`config.mk`:
```
export PLATFORM = sky130hd
export DESIGN_NAME = dfp_debug_port
export DESIGN_NICKNAME = d
export VERILOG_FILES = /design/src/core/dfp_pkg.sv /design/src/core/dfp_debug_port.sv
export SDC_FILE = /design/constraint.sdc
export NUM_CORES = 1
export LEC_CHECK = 0
export BUFFER_PORTS_ARGS = -buffer_cell sky130_fd_sc_hd__buf_2
export CAP_MARGIN = 15
export CORE_ASPECT_RATIO = 0.5
export CORE_MARGIN = 2
export CORE_UTILIZATION = 51
export CTS_BUF_LIST = sky130_fd_sc_hd__clkbuf_2
export CTS_CLUSTER_SIZE = 14
export DETAILED_ROUTE_END_ITERATION = 10
export HOLD_SLACK_MARGIN = 0.08
export PLACE_DENSITY = 0.69
export SETUP_SLACK_MARGIN = 0.02
export SLEW_MARGIN = 20
export SYNTH_ARGS = -nofsm -noshare
export SYNTH_HDL_FRONTEND = slang
export SYNTH_SLANG_ARGS = --single-unit
```
`constraint.sdc`:
```
create_clock -name mclk -period 3 [get_ports mclk]
set_input_delay 0.15 -clock mclk [delete_from_list [all_inputs] [get_ports mclk]]
set_output_delay 0.15 -clock mclk [all_outputs]
set_load 0.005 [all_outputs]
```
`src/core/dfp_pkg.sv`:
```
// constants, types and register map of the debug flash data port
// Summary of operation
// RL1: 8-bit flash data register at debug address 0xb4, reset to zero.
// RL2: command byte 0x06 block read, 0x07 block write, 0x03 device erase.
// RL3: debug link works while halted; peripherals and program stay stalled.
// RL4: halted: reset pin is debug clock, port pin is data; else user owns.
// RL5: the shared reset pin is input only and never driven.
// RL6: link is a host-driven clock plus one two-way data line.
// RL7: address select register picks the target of data read and write.
// RL8: command byte 0x08 starts an erase of one flash page.
package dfp_pkg;
  // ---------------------------------------------------------------
  // register map
  // ---------------------------------------------------------------
  localparam logic [7:0] DFP_ADDR_FLASH_DATA = 8'hb4;
  localparam logic [7:0] DFP_RST_FLASH_DATA = 8'h00;
  localparam logic [7:0] DFP_RST_ADDR_SEL = 8'h00;
  localparam logic [7:0] DFP_UNMAPPED_VAL = 8'h00;
  // ---------------------------------------------------------------
  // flash commands
  // ---------------------------------------------------------------
  localparam logic [7:0] DFP_CMD_BLOCK_READ = 8'h06;
  localparam logic [7:0] DFP_CMD_BLOCK_WRITE = 8'h07;
  localparam logic [7:0] DFP_CMD_PAGE_ERASE = 8'h08;
  localparam logic [7:0] DFP_CMD_DEVICE_ERASE = 8'h03;
  // ---------------------------------------------------------------
  // link framing
  // ---------------------------------------------------------------
  localparam logic [1:0] DFP_INS_DATA_READ = 2'h0;
  localparam logic [1:0] DFP_INS_DATA_WRITE = 2'h1;
  localparam logic [1:0] DFP_INS_ADDR_READ = 2'h2;
  localparam logic [1:0] DFP_INS_ADDR_WRITE = 2'h3;
  localparam logic [2:0] DFP_INS_LAST = 3'h1;
  localparam logic [2:0] DFP_DATA_LAST = 3'h7;
  localparam logic [2:0] DFP_CNT_ZERO = 3'h0;
  localparam logic [2:0] DFP_CNT_ONE = 3'h1;
  typedef enum logic [1:0] {
    DFP_ST_IDLE = 2'b00,
    DFP_ST_INS = 2'b01,
    DFP_ST_DATA = 2'b11,
    DFP_ST_STOP = 2'b10
  } dfp_state_t;
  typedef enum logic [2:0] {
    DFP_FC_NONE = 3'h0,
    DFP_FC_READ = 3'h1,
    DFP_FC_WRITE = 3'h2,
    DFP_FC_PAGE_ERASE = 3'h3,
    DFP_FC_DEVICE_ERASE = 3'h4
  } dfp_fcmd_t;
endpackage

```
`src/core/dfp_debug_port.sv`:
```
// two-wire debug link slave with flash programming data register
module dfp_debug_port (
  input wire logic mclk,
  input wire logic arst_n,
  input wire logic halted,
  input wire logic debug_link_clock,
  input wire logic debug_link_data_in,
  output logic debug_link_data_out,
  output logic debug_link_data_oe,
  output logic user_reset_n,
  input wire logic user_port_out,
  input wire logic user_port_oe,
  output logic user_port_in,
  output dfp_pkg::dfp_fcmd_t flash_cmd,
  output logic flash_cmd_start,
  output logic [7:0] flash_byte,
  output logic flash_byte_wr,
  input wire logic flash_rd_valid,
  input wire logic [7:0] flash_rd_byte,
  input wire logic flash_cmd_done,
  output logic [7:0] debug_address_select
);
  import dfp_pkg::*;

  // ---------------------------------------------------------------
  // pin synchronisers
  // ---------------------------------------------------------------
  logic [2:0] ck_q, ck_d;
  logic [1:0] dt_q, dt_d;
  // oversampled link clock: a high or low phase shorter than one mclk can be lost
  always_comb begin
    ck_d = {ck_q[1:0], debug_link_clock};
    dt_d = {dt_q[0], debug_link_data_in};
  end
  always_ff @(posedge mclk or negedge arst_n) begin
    if (!arst_n) begin
      ck_q <= 3'h0;
      dt_q <= 2'h0;
    end else begin
      ck_q <= ck_d;
      dt_q <= dt_d;
    end
  end
  // only stages 1 and 2 feed logic; stage 0 is read by stage 1 alone
  logic rise;
  logic bit_in;
  assign rise = ck_q[1] & ~ck_q[2] & halted; // [RL3]
  assign bit_in = dt_q[1];

  // ---------------------------------------------------------------
  // link framing and registers
  // ---------------------------------------------------------------
  dfp_state_t st_q, st_d;
  logic [2:0] cnt_q, cnt_d;
  logic [1:0] ins_q, ins_d;
  logic [7:0] sh_q, sh_d;
  logic [7:0] addr_q, addr_d;
  logic [7:0] fdat_q, fdat_d;
  logic drive_q, drive_d;
  dfp_fcmd_t fc_q, fc_d;
  logic busy_q, busy_d;
  logic cst_q, cst_d;
  logic bwr_q, bwr_d;
  logic [7:0] fb_q, fb_d;

  function automatic logic [7:0] rd_sel(input logic [7:0] a,
                                        input logic [7:0] fd);
    rd_sel = (a == DFP_ADDR_FLASH_DATA) ? fd : DFP_UNMAPPED_VAL;
  endfunction

  function automatic dfp_fcmd_t decode(input logic [7:0] b);
    case (b)
      DFP_CMD_BLOCK_READ: decode = DFP_FC_READ; // [RL2]
      DFP_CMD_BLOCK_WRITE: decode = DFP_FC_WRITE; // [RL2]
      DFP_CMD_DEVICE_ERASE: decode = DFP_FC_DEVICE_ERASE; // [RL2]
      DFP_CMD_PAGE_ERASE: decode = DFP_FC_PAGE_ERASE; // [RL8]
      default: decode = DFP_FC_NONE;
    endcase
  endfunction

  // ---------------------------------------------------------------
  // command decode of the received byte
  // ---------------------------------------------------------------
  dfp_fcmd_t dec;
  logic dec_ok;
  assign dec = decode(sh_q);
  assign dec_ok = (dec != DFP_FC_NONE);

  always_comb begin
    st_d = st_q;
    cnt_d = cnt_q;
    ins_d = ins_q;
    sh_d = sh_q;
    addr_d = addr_q;
    fdat_d = fdat_q;
    drive_d = drive_q;
    fc_d = fc_q;
    busy_d = busy_q;
    cst_d = 1'b0;
    bwr_d = 1'b0;
    fb_d = fb_q;
    // flash side returns read bytes into the data register [RL1]
    // a link write in the same cycle is assigned later and wins
    if (flash_rd_valid) begin
      fdat_d = flash_rd_byte;
    end
    if (flash_cmd_done) begin
      busy_d = 1'b0;
    end
    if (!halted) begin
      // a frame cut by leaving halt is dropped and the pin released
      st_d = DFP_ST_IDLE;
      drive_d = 1'b0;
    end else if (rise) begin
      case (st_q)
        DFP_ST_IDLE: begin
          // a high line under a clock edge is an idle bit, not a start
          if (!bit_in) begin
            st_d = DFP_ST_INS;
            cnt_d = DFP_CNT_ZERO;
          end
        end
        DFP_ST_INS: begin
          ins_d = {bit_in, ins_q[1]};
          cnt_d = cnt_q + DFP_CNT_ONE;
          if (cnt_q == DFP_INS_LAST) begin
            st_d = DFP_ST_DATA;
            cnt_d = DFP_CNT_ZERO;
            if (ins_q[1] == 1'b0) begin
              // read: load the selected register, lsb leaves first
              drive_d = 1'b1;
              sh_d = bit_in ? addr_q : rd_sel(addr_q, fdat_q); // [RL7]
            end
          end
        end
        DFP_ST_DATA: begin
          // during a read the line carries our own bit back in
          cnt_d = cnt_q + DFP_CNT_ONE;
          sh_d = {bit_in, sh_q[7:1]};
          if (cnt_q == DFP_DATA_LAST) begin
            st_d = DFP_ST_STOP;
            drive_d = 1'b0;
          end
        end
        DFP_ST_STOP: begin
          // effects wait for the stop edge, so a cut frame changes nothing
          st_d = DFP_ST_IDLE;
          case (ins_q)
            DFP_INS_ADDR_WRITE: addr_d = sh_q; // [RL7]
            DFP_INS_DATA_WRITE: begin
              if (addr_q == DFP_ADDR_FLASH_DATA) begin
                fdat_d = sh_q; // [RL1]
                if (!busy_q) begin
                  // with done in the same cycle, the new command keeps busy
                  fc_d = dec;
                  cst_d = dec_ok;
                  busy_d = dec_ok;
                end else begin
                  // later bytes carry address and data to the flash
                  bwr_d = 1'b1;
                  fb_d = sh_q;
                end
              end
            end
            default: begin
            end
          endcase
        end
        default: st_d = DFP_ST_IDLE;
      endcase
    end
  end

  always_ff @(posedge mclk or negedge arst_n) begin
    if (!arst_n) begin
      st_q <= DFP_ST_IDLE;
      cnt_q <= DFP_CNT_ZERO;
      ins_q <= DFP_INS_DATA_READ;
      sh_q <= DFP_RST_FLASH_DATA;
      addr_q <= DFP_RST_ADDR_SEL;
      fdat_q <= DFP_RST_FLASH_DATA; // [RL1]
      drive_q <= 1'b0;
      fc_q <= DFP_FC_NONE;
      busy_q <= 1'b0;
      cst_q <= 1'b0;
      bwr_q <= 1'b0;
      fb_q <= DFP_RST_FLASH_DATA;
    end else begin
      st_q <= st_d;
      cnt_q <= cnt_d;
      ins_q <= ins_d;
      sh_q <= sh_d;
      addr_q <= addr_d;
      fdat_q <= fdat_d;
      drive_q <= drive_d;
      fc_q <= fc_d;
      busy_q <= busy_d;
      cst_q <= cst_d;
      bwr_q <= bwr_d;
      fb_q <= fb_d;
    end
  end

  // ---------------------------------------------------------------
  // pin sharing
  // ---------------------------------------------------------------
  // the clock pin has no output path at all, so it can never be driven
  assign user_reset_n = halted | ck_q[1]; // [RL4] [RL5]
  assign user_port_in = bit_in;
  always_comb begin
    if (halted) begin
      debug_link_data_oe = drive_q; // [RL4] [RL6]
      debug_link_data_out = sh_q[0];
    end else begin
      debug_link_data_oe = user_port_oe; // [RL4]
      debug_link_data_out = user_port_out;
    end
  end
  assign flash_cmd = fc_q;
  assign flash_cmd_start = cst_q;
  assign flash_byte = fb_q;
  assign flash_byte_wr = bwr_q;
  assign debug_address_select = addr_q;
endmodule

```
==> metrics.txt, run 1 <==
final worst slack=between 0.9 and 1 ns; relative slew slack=51.0%; Buffers & Inverters on Critical Path=1; Max VDD drop=267 uV; Detailed Route Iter0 Violations=63; Post-Syn Nets=226; Worst EP required=3.34 ns; worst slack, placed=0.957 ns; Via density=5.49; fmax=482 MHz; DRT Wirelength=~5000 um; Comb pwr share=10.2%; status=finished, final reports clean; crit-path max FO=8; area leader, netlist=dfrtp_1; final hold slack=0.239 ns; Post-DRT Antenna Nets=0; class of the worst hold path=input pin to async pin; Synth warnings=0; num ports=42; Power Total=approximately 1.3 mW; Final Cell Area=between 2000 and 3000 um2; dpl hpwl=3540 um; count of buffers from port buffering=41; Leak Pwr=approximately 1.5 nW; CTS tree=done; Pins Over Slew Limit=0; Root Driver=clkbuf_2; CP Launch Type=flip-flop; Post-Synthesis Cell Area=2520 um2; sw frac=25.5%; Largest delay share family, worst path=simple AND/OR/NAND/NOR gates; worst-margin pin slew=0.736 ns; chip width=103 um; Yosys top cell area share=50.6%; clock share of power=approximately 29%; H-tree levels=2; NetSw=0.320 mW; Die Footprint=between 5000 and 6000 um2; pin count of the biggest net entering global routing=52; CP Class=flip-flop to flip-flop; register area share after synthesis=between 50% and 60%; top_reg_cell synth=dfrtp_1; total grt overflow=0; RePlAce Congestion=0.785; CP Cell Sequence=nand4b_4 > nor4_4 > buf_4 > and3b_2 > mux2_2; Fin Setup TNS=0 ns; max-cap violations=0; via count=1778; vias in the first global route=around 1700; ys async rst share=100%; Post-Synth XOR/XNOR Area=0%; GRT Total Usage=19.4%; arrival time at the worst endpoint=around 2.4 ns; Setup Skew=between 0.01 and 0.015 ns; fill count=402; Post-Synth Simple-Gate Area=between 10% and 20%; CP max stage delay=0.47 ns; proportion of layout cells with a drive suffix above 1=38.2%; top post-synthesis cells by area=dfrtp_1 51%, mux2_2 16%, nand2_1 2.5%; post-synthesis compound-gate area fraction=9.62%; clk sinks=51; Hold Vio Cnt, Final=0; worst skew pair latency=0.42 ns; setup repair after global routing missed its margin=false; Finish-stage setup viols=0; Post-Syn Instances=206; initial antenna violation count=0; number of cell rows=18; core area=4840 um2; first-pass GRT wire length=8040 um; slowest CP cell=dfrtp_1; Pint=0.935 mW; number of synthesized register bits=51; CTS resizes=0; clock buffer depth=2; main combinational cell family by area after synthesis=multiplexers; CP endpoint kind=flip-flop; drc violations=0; P per Cell Area=431 nW/um2; Post-synth EDFFs=0; post-synthesis mux area share=between 15 and 20%; WL/cell=15.4 um; post-synthesis cell type count=45; period utilization=69.1%; fin crit period=slightly above 2 ns; Mean Syn Cell Area=12.2 um2; Sequential Power Share=between 60% and 70%; initial cell density of the core=52.1%; Die Y=53.7 um; Clk pin slew, worst setup/hold paths=0.25 ns; Synth-to-Final Area Change=15.5%; Adder-Cell Fraction of Synth Area=1.49%; Post-DP Area=roughly 2700 um2; total CTS buffers=5; final net count=approximately 270; DR pass1 iterations=4; diode count=0
==> repair_timing <==
| item | CTS | global route |
|---|---|---|
| endpoints found under the hold margin | 65 | 0 |
| hold buffers | 13 | 0 |
| setup buffers | 0 | 0 |
==> worst paths after layout <==
check	from	to	slack [ns]	depth (start not counted)
worst max-delay path	debug_address_select[6]	fdat_q[4]	0.93	5
worst min-delay path	arst_n	flash_byte[4]	0.24	2
worst max register to register	debug_address_select[6]	fdat_q[4]	0.93	5
worst min register to register	ck_q[0]	ck_q[1]	0.39	0
max in group asynchronous	arst_n	cnt_q[2]	2.34	2
min in group mclk	flash_rd_valid	fdat_q[0]	0.25	3
==> registers in the layout, summed over array words and instances, names as in the netlist <==
signal                flops
sh_q                      8
flash_byte_wr             1
debug_address_select      8
flash_cmd_start           1
dt_q                      2
flash_cmd                 3
ck_q                      3
cnt_q                     3
st_q                      2
fdat_q                    8
flash_byte                8
busy_q                    1
ins_q                     2
drive_q                   1
==> placed cells by master, fill, tap and decap left out, drive strengths merged, types with 2 or more instances in the layout <==
cell	count
a221oi	7
nor2	14
nor3b	5
o31ai	8
o41ai	2
buf	42
o21ai	3
mux2	39
dlygate4sd3	13
ha	3
nor2b	10
nand2	17
nand3	3
o21bai	2
nor4	3
o211ai	2
clkinv	2
clkbuf	5
a31oi	2
nor3	2
dfrtp	51
nand2b	2
nand4b	2
==> final cells by class <==
class | count | area [um2] | share of cell area [%]
well taps | 70 | 87.6 | 3.01
flip-flops and latches | 51 | 1280 | 43.8
clock inverters | 3 | 43.8 | 1.50
multi-input cells | 139 | 1130 | 38.8
inverters | 1 | 3.75 | 0.129
repair buffers | 55 | 345 | 11.9
clock buffers | 5 | 25.0 | 0.859
==> power by group through the flow <==
stage          clock, mW  sequential [mW]  combinational [mW]
4_1_cts            0.372            0.764               0.131
3_5_place_dp           0            0.776               0.117
5_1_grt            0.408            0.771               0.146
2_1_floorplan          0            0.750               0.105
3_3_place_gp           0            0.773               0.114
6_report           0.363            0.764               0.128
==> cell usage after synthesis (2+ instances only) <==
master / count
clkbuf_8: 3
nor2b_1: 10
clkbuf_1: 5
a31oi_1: 2
o21ai_0: 3
o21bai_1: 2
o211ai_1: 2
nand3_1: 2
ha_1: 3
nor2_1: 14
mux2_2: 36
buf_2: 2
nand2_1: 17
nor3b_1: 5
nor4_1: 2
dfrtp_1: 51
mux2_1: 3
buf_4: 2
buf_6: 2
o31ai_1: 8
a221oi_1: 7
nand2b_1: 2
==> cell families after synthesis <==
kind of cell,count (synthesis)
AO/OA/AOI/OAI,30
adder cells (fa/ha/maj),3
buffers and inverters,16
flip-flops,51
multiplexers,39
AND/OR/NAND/NOR,67
==> per-stage QoR <==
stage	util, %	cells
floorplan	-	206
global placement	56.0	303
detailed placement	56.0	303
CTS	60.1	324
global route	60.2	324
finish	60.2	324
==> metal layers <==
metal | GRT usage [%] | routed length, um
met2 | 32.4 | 2430
met1 | 25.0 | 2330
met4 | 5.48 | 48
met3 | 5.84 | 182
met5 | 0 | 0
Power figures use the tool's default switching activity.
==> run 2, diff against run 1 <==
==> constraint.sdc (replaced) <==
create_clock -name mclk -period 2.03 [get_ports mclk]
set_input_delay 0.1015 -clock mclk [delete_from_list [all_inputs] [get_ports mclk]]
set_output_delay 0.1015 -clock mclk [all_outputs]
set_load 0.005 [all_outputs]
==> metrics.txt, run 2 (same netlist as run 1, synthesis figures left out) <==
most common cell after layout, fill and taps aside=dfrtp_1; class of the worst hold path=input pin to async pin; CTS resizes=0 (unchanged); fill count=418 (+4.0%); Leak Pwr=1.46 nW (+0.58%); Post-CTS Setup Inserts=0 (unchanged); vias in the first global route=1653 (-4.2%); proportion of layout cells with a drive suffix above 1=39.0% (+0.81 points); Detailed Route Iter0 Violations=65 (+3.2%); Setup Skew=0.0341 ns (+0.0231 ns); Fin Setup TNS=0 ns (unchanged); DRT Wirelength=4990 um (about the same); via count=1798 (+1.1%); Hold Vio Cnt, Final=0 (unchanged); clk sinks=51 (unchanged); final net count=278 (+1.8%); Synth-to-Final Area Change=15.9%; core area=4840 um2 (unchanged); status=finished, final reports clean; Largest delay share family, worst path=simple AND/OR/NAND/NOR gates; CP Cell Sequence=nand4b_4 > nor4_4 > and3b_2 > mux2_2; worst-margin pin slew=0.686 ns (-0.0492 ns); CTS tree=done; P per Cell Area=593 nW/um2 (+38%); hold buffer count at cts=13 (unchanged); total CTS buffers=5 (unchanged); number of cell rows=18 (unchanged); count of buffers from port buffering=41 (unchanged); first-pass GRT wire length=8140 um (+1.3%); Clk pin slew, worst setup/hold paths=0.26 ns (about the same); Root Driver=clkbuf_2; drc violations=0 (unchanged); diode count=0 (unchanged); CP Class=flip-flop to flip-flop; Pins Over Slew Limit=0 (unchanged); fin crit period=1.79 ns (-0.287 ns); total grt overflow=0 (unchanged); crit-path max FO=8 (unchanged); fmax=560 MHz (+16%); initial cell density of the core=52.1% (unchanged); setup repair after global routing missed its margin=false; Register-to-Register Path Depth=4 (-1); CP max stage delay=0.47 ns (about the same); final core utilization=60.4% (+0.23 points); Finish-stage setup viols=0 (unchanged); max-cap violations=0 (unchanged); WL/cell=15.2 um (-1.5%); Worst EP required=2.35 ns (-0.99 ns); Buffers & Inverters on Critical Path=0 (-1); worst skew pair latency=0.44 ns (+0.02 ns); Die Footprint=5560 um2 (unchanged); relative slew slack=54.2% (+3.3 points); DR pass1 iterations=4 (unchanged); RePlAce Congestion=0.762 (-2.9%); num ports=42 (unchanged); GRT Total Usage=19.6% (+0.27 points); dpl hpwl=3620 um (+2.3%); Max Used Layer=met4; pin count of the biggest net entering global routing=27 (-48%); Die Y=53.7 um (unchanged); wl on met1=2390 um (+2.6%); H-tree levels=2 (unchanged); Via density=5.47 (-0.41%); Max VDD drop=337 uV (+26%); chip width=103 um (unchanged); period utilization=88.0% (+19 points); slowest CP cell=dfrtp_1; arrival time at the worst endpoint=2.11 ns (-0.30 ns); initial antenna violation count=0 (unchanged); commonest cells after routing, fill and taps aside=51 x dfrtp_1, 41 x buf_2, 36 x mux2_2; Critical Path Stages=4 (-1); CP Launch Type=flip-flop; metal2 WL=2320 um (-4.5%); clock buffer depth=2 (unchanged); Post-DRT Antenna Nets=0 (unchanged); CP endpoint kind=flip-flop; met3 wire length=243 um (+34%)
[run 2: final cells by class]
cell class | count | area (um2) | area share, %
repair buffers | 60 | 380 | 13.0
clock buffers | 5 | 25.0 | 0.856
flip-flops and latches | 51 | 1280 | 43.6
clock inverters | 3 | 20.0 | 0.685
inverters | 1 | 3.75 | 0.128
well taps | 70 | 87.6 | 3.00
multi-input cells | 139 | 1130 | 38.7
[run 2: final timing paths]
check | from | end | slack (ns)
min | arst_n | fdat_q[6] | 0.15
min in group mclk | flash_rd_valid | fdat_q[6] | 0.18
max | debug_address_select[6] | fdat_q[1] | 0.24
max reg2reg | debug_address_select[6] | fdat_q[1] | 0.24
max in group asynchronous | arst_n | ins_q[1] | 1.23
min reg2reg | ck_q[0] | ck_q[1] | 0.38
[run 2: per-layer routing]
metal / GRT usage, % / vias to the layer above
li1: - / 853
met2: 31.3 / 44
met3: 5.32 / 4
met1: 27.4 / 897
met5: 0 / -
met4: 3.95 / 0
[run 2: power by group]
part | total, mW | internal [mW] | switching (mW)
sequential | 1.12 | 1.07 | 0.0531
combinational | 0.207 | 0.112 | 0.0946
clock | 0.407 | 0.0828 | 0.324
[run 2: per-stage QoR]
stage / instances / instance area (um2) / worst slack (ns) / hold WS (ns) / power [mW]
floorplan: 206 / 2520 / 0.391 / -0.194 / 1.26
CTS: 329 / 2920 / 0.241 / 0.133 / 1.76
finish: 329 / 2920 / 0.244 / 0.151 / 1.73
global route: 329 / 2920 / 0.133 / 0.138 / 1.83
global placement: 308 / 2750 / 0.372 / 0.127 / 1.32
detailed placement: 308 / 2750 / 0.315 / 0.134 / 1.33
==> run 3, diff against run 2 <==
--- a/config.mk
+++ b/config.mk
@@ -7,7 +7,6 @@
 export LEC_CHECK = 0
 export BUFFER_PORTS_ARGS = -buffer_cell sky130_fd_sc_hd__buf_2
 export CAP_MARGIN = 15
-export CORE_ASPECT_RATIO = 0.5
 export CORE_MARGIN = 2
 export CORE_UTILIZATION = 51
 export CTS_BUF_LIST = sky130_fd_sc_hd__clkbuf_2
==> metrics.txt, run 3 (same netlist as run 1, synthesis figures left out) <==
area of the multi-input gates=1130 um2 (unchanged); vias in the first global route=1730 (+4.7%); Detailed Route Iter0 Violations=136 (+110%); fmax=562 MHz (+0.33%); final core utilization=61.3% (+0.88 points); Post-DRT Antenna Nets=0 (unchanged); dpl hpwl=3540 um (-2.1%); commonest cells after routing, fill and taps aside=51 x dfrtp_1, 41 x buf_2, 36 x mux2_2; RePlAce Congestion=0.853 (+12%); first-pass GRT wire length=8420 um (+3.4%); final worst slack=0.250 ns (+0.00588 ns); Die Y=74.3 um (+38%); P per Cell Area=588 nW/um2 (-0.88%); fin crit period=1.78 ns (-0.00588 ns); Hold Vio Cnt, Final=0 (unchanged); Via density=5.55 (+1.5%); crit-path max FO=11 (+3); clock buffer depth=2 (unchanged); Finish-stage setup viols=0 (unchanged); worst skew pair latency=0.42 ns (-0.02 ns); GRT Total Usage=20.5% (+0.80 points); Worst EP required=2.34 ns (about the same); total CTS buffers=5 (unchanged); Clk pin slew, worst setup/hold paths=0.23 ns (-0.03 ns); DR pass1 iterations=4 (unchanged); initial cell density of the core=53.1% (+0.96 points); CP Class=flip-flop to flip-flop; DRT Wirelength=5110 um (+2.5%); Leak Pwr=1.46 nW (+0.14%); Post-DP Area=2750 um2 (-0.14%); CTS resizes=0 (unchanged); fill count=415 (-0.72%); drc violations=0 (unchanged); clk sinks=51 (unchanged); relative slew slack=51.2% (-3.0 points); num ports=42 (unchanged); proportion of layout cells with a drive suffix above 1=38.6% (-0.39 points); via count=1808 (+0.56%); initial antenna violation count=0 (unchanged); arrival time at the worst endpoint=2.09 ns (-0.02 ns); max-cap violations=0 (unchanged); Die Footprint=5520 um2 (-0.62%); Setup Skew=0.0237 ns (-0.0104 ns); Fin Setup TNS=0 ns (unchanged); total grt overflow=0 (unchanged); setup repair after global routing missed its margin=false; class of the worst hold path=input pin to flip-flop; worst slack, placed=0.301 ns (-0.0137 ns); FF+latch area=1280 um2 (unchanged); count of buffers from port buffering=41 (unchanged); final hold slack=0.211 ns (+0.0605 ns); WL/cell=15.7 um (+3.4%); worst-margin pin slew=0.732 ns (+0.0453 ns); Synth-to-Final Area Change=15.5%; CTS tree=done; most common cell after layout, fill and taps aside=dfrtp_1; number of cell rows=25 (+7); pin count of the biggest net entering global routing=52 (+93%); final net count=278 (unchanged); Final Cell Area=2910 um2 (-0.39%); Max VDD drop=275 uV (-18%); Root Driver=clkbuf_2; diode count=0 (unchanged); chip width=74.3 um (-28%); H-tree levels=2 (unchanged); CP endpoint kind=flip-flop; period utilization=87.7% (-0.29 points); Pins Over Slew Limit=0 (unchanged); status=finished, final reports clean; core area=4750 um2 (-1.8%); CP Launch Type=flip-flop
==> run 3: cell count changes in the layout (fill, tap and decap cells not counted), sizes merged <==
cell and delta:
clkbuf +1, clkinvlp -1
==> run 3: final timing paths <==
check | slack [ns] | cells past startpoint | start | end
max | 0.25 | 5 | debug_address_select[3] | flash_byte[4]
min reg2reg | 0.38 | 0 | dt_q[0] | dt_q[1]
max in group asynchronous | 1.32 | 3 | arst_n | debug_address_select[2]
max reg2reg | 0.25 | 5 | debug_address_select[3] | flash_byte[4]
min in group asynchronous | 0.28 | 3 | arst_n | flash_cmd[2]
min | 0.21 | 3 | flash_rd_valid | fdat_q[5]
==> run 3: power breakdown <==
part           leakage (nW)  switching [mW]  internal (mW)
sequential            0.677          0.0507           1.07
clock                0.0281           0.296         0.0829
combinational         0.758           0.100          0.115
total                  1.46           0.447           1.27
==> run 3: cell type report <==
class                           instances  share of cell area, %
Sequential cell                        51                   43.8
Multi-Input combinational cell        139                   38.8
Timing Repair Buffer                   60                   13.1
Tap cell                               67                   2.88
Clock buffer                            6                   1.03
Clock inverter                          2                  0.258
Inverter                                1                  0.129
==> run 3: repair_timing <==
item                      in CTS  in global routing
hold endpoints to repair      67                  0
setup buffers                  0                  0
hold buffers                  13                  0
==> run 3: critical path, cell delays in order, from the launching register on <==
cell and delay [ns]:
dfrtp_1 0.45, or2b_1 0.27, nor4_4 0.15, buf_4 0.25, nand3_2 0.23, mux2_2 0.33
==> run 3: metal layers <==
metal	global-route usage, %	up-vias	routed length, um
li1	-	856	-
met1	28.0	899	2300
met2	32.8	45	2530
met3	4.61	8	210
met4	6.35	0	72
met5	0	-	0
==> run 3: through the flow <==
stage                     cells  power [mW]
final                       326        1.71
after global routing        326        1.81
after CTS                   326        1.74
after detailed placement    305        1.34
after global placement      305        1.33
after floorplan             206        1.26
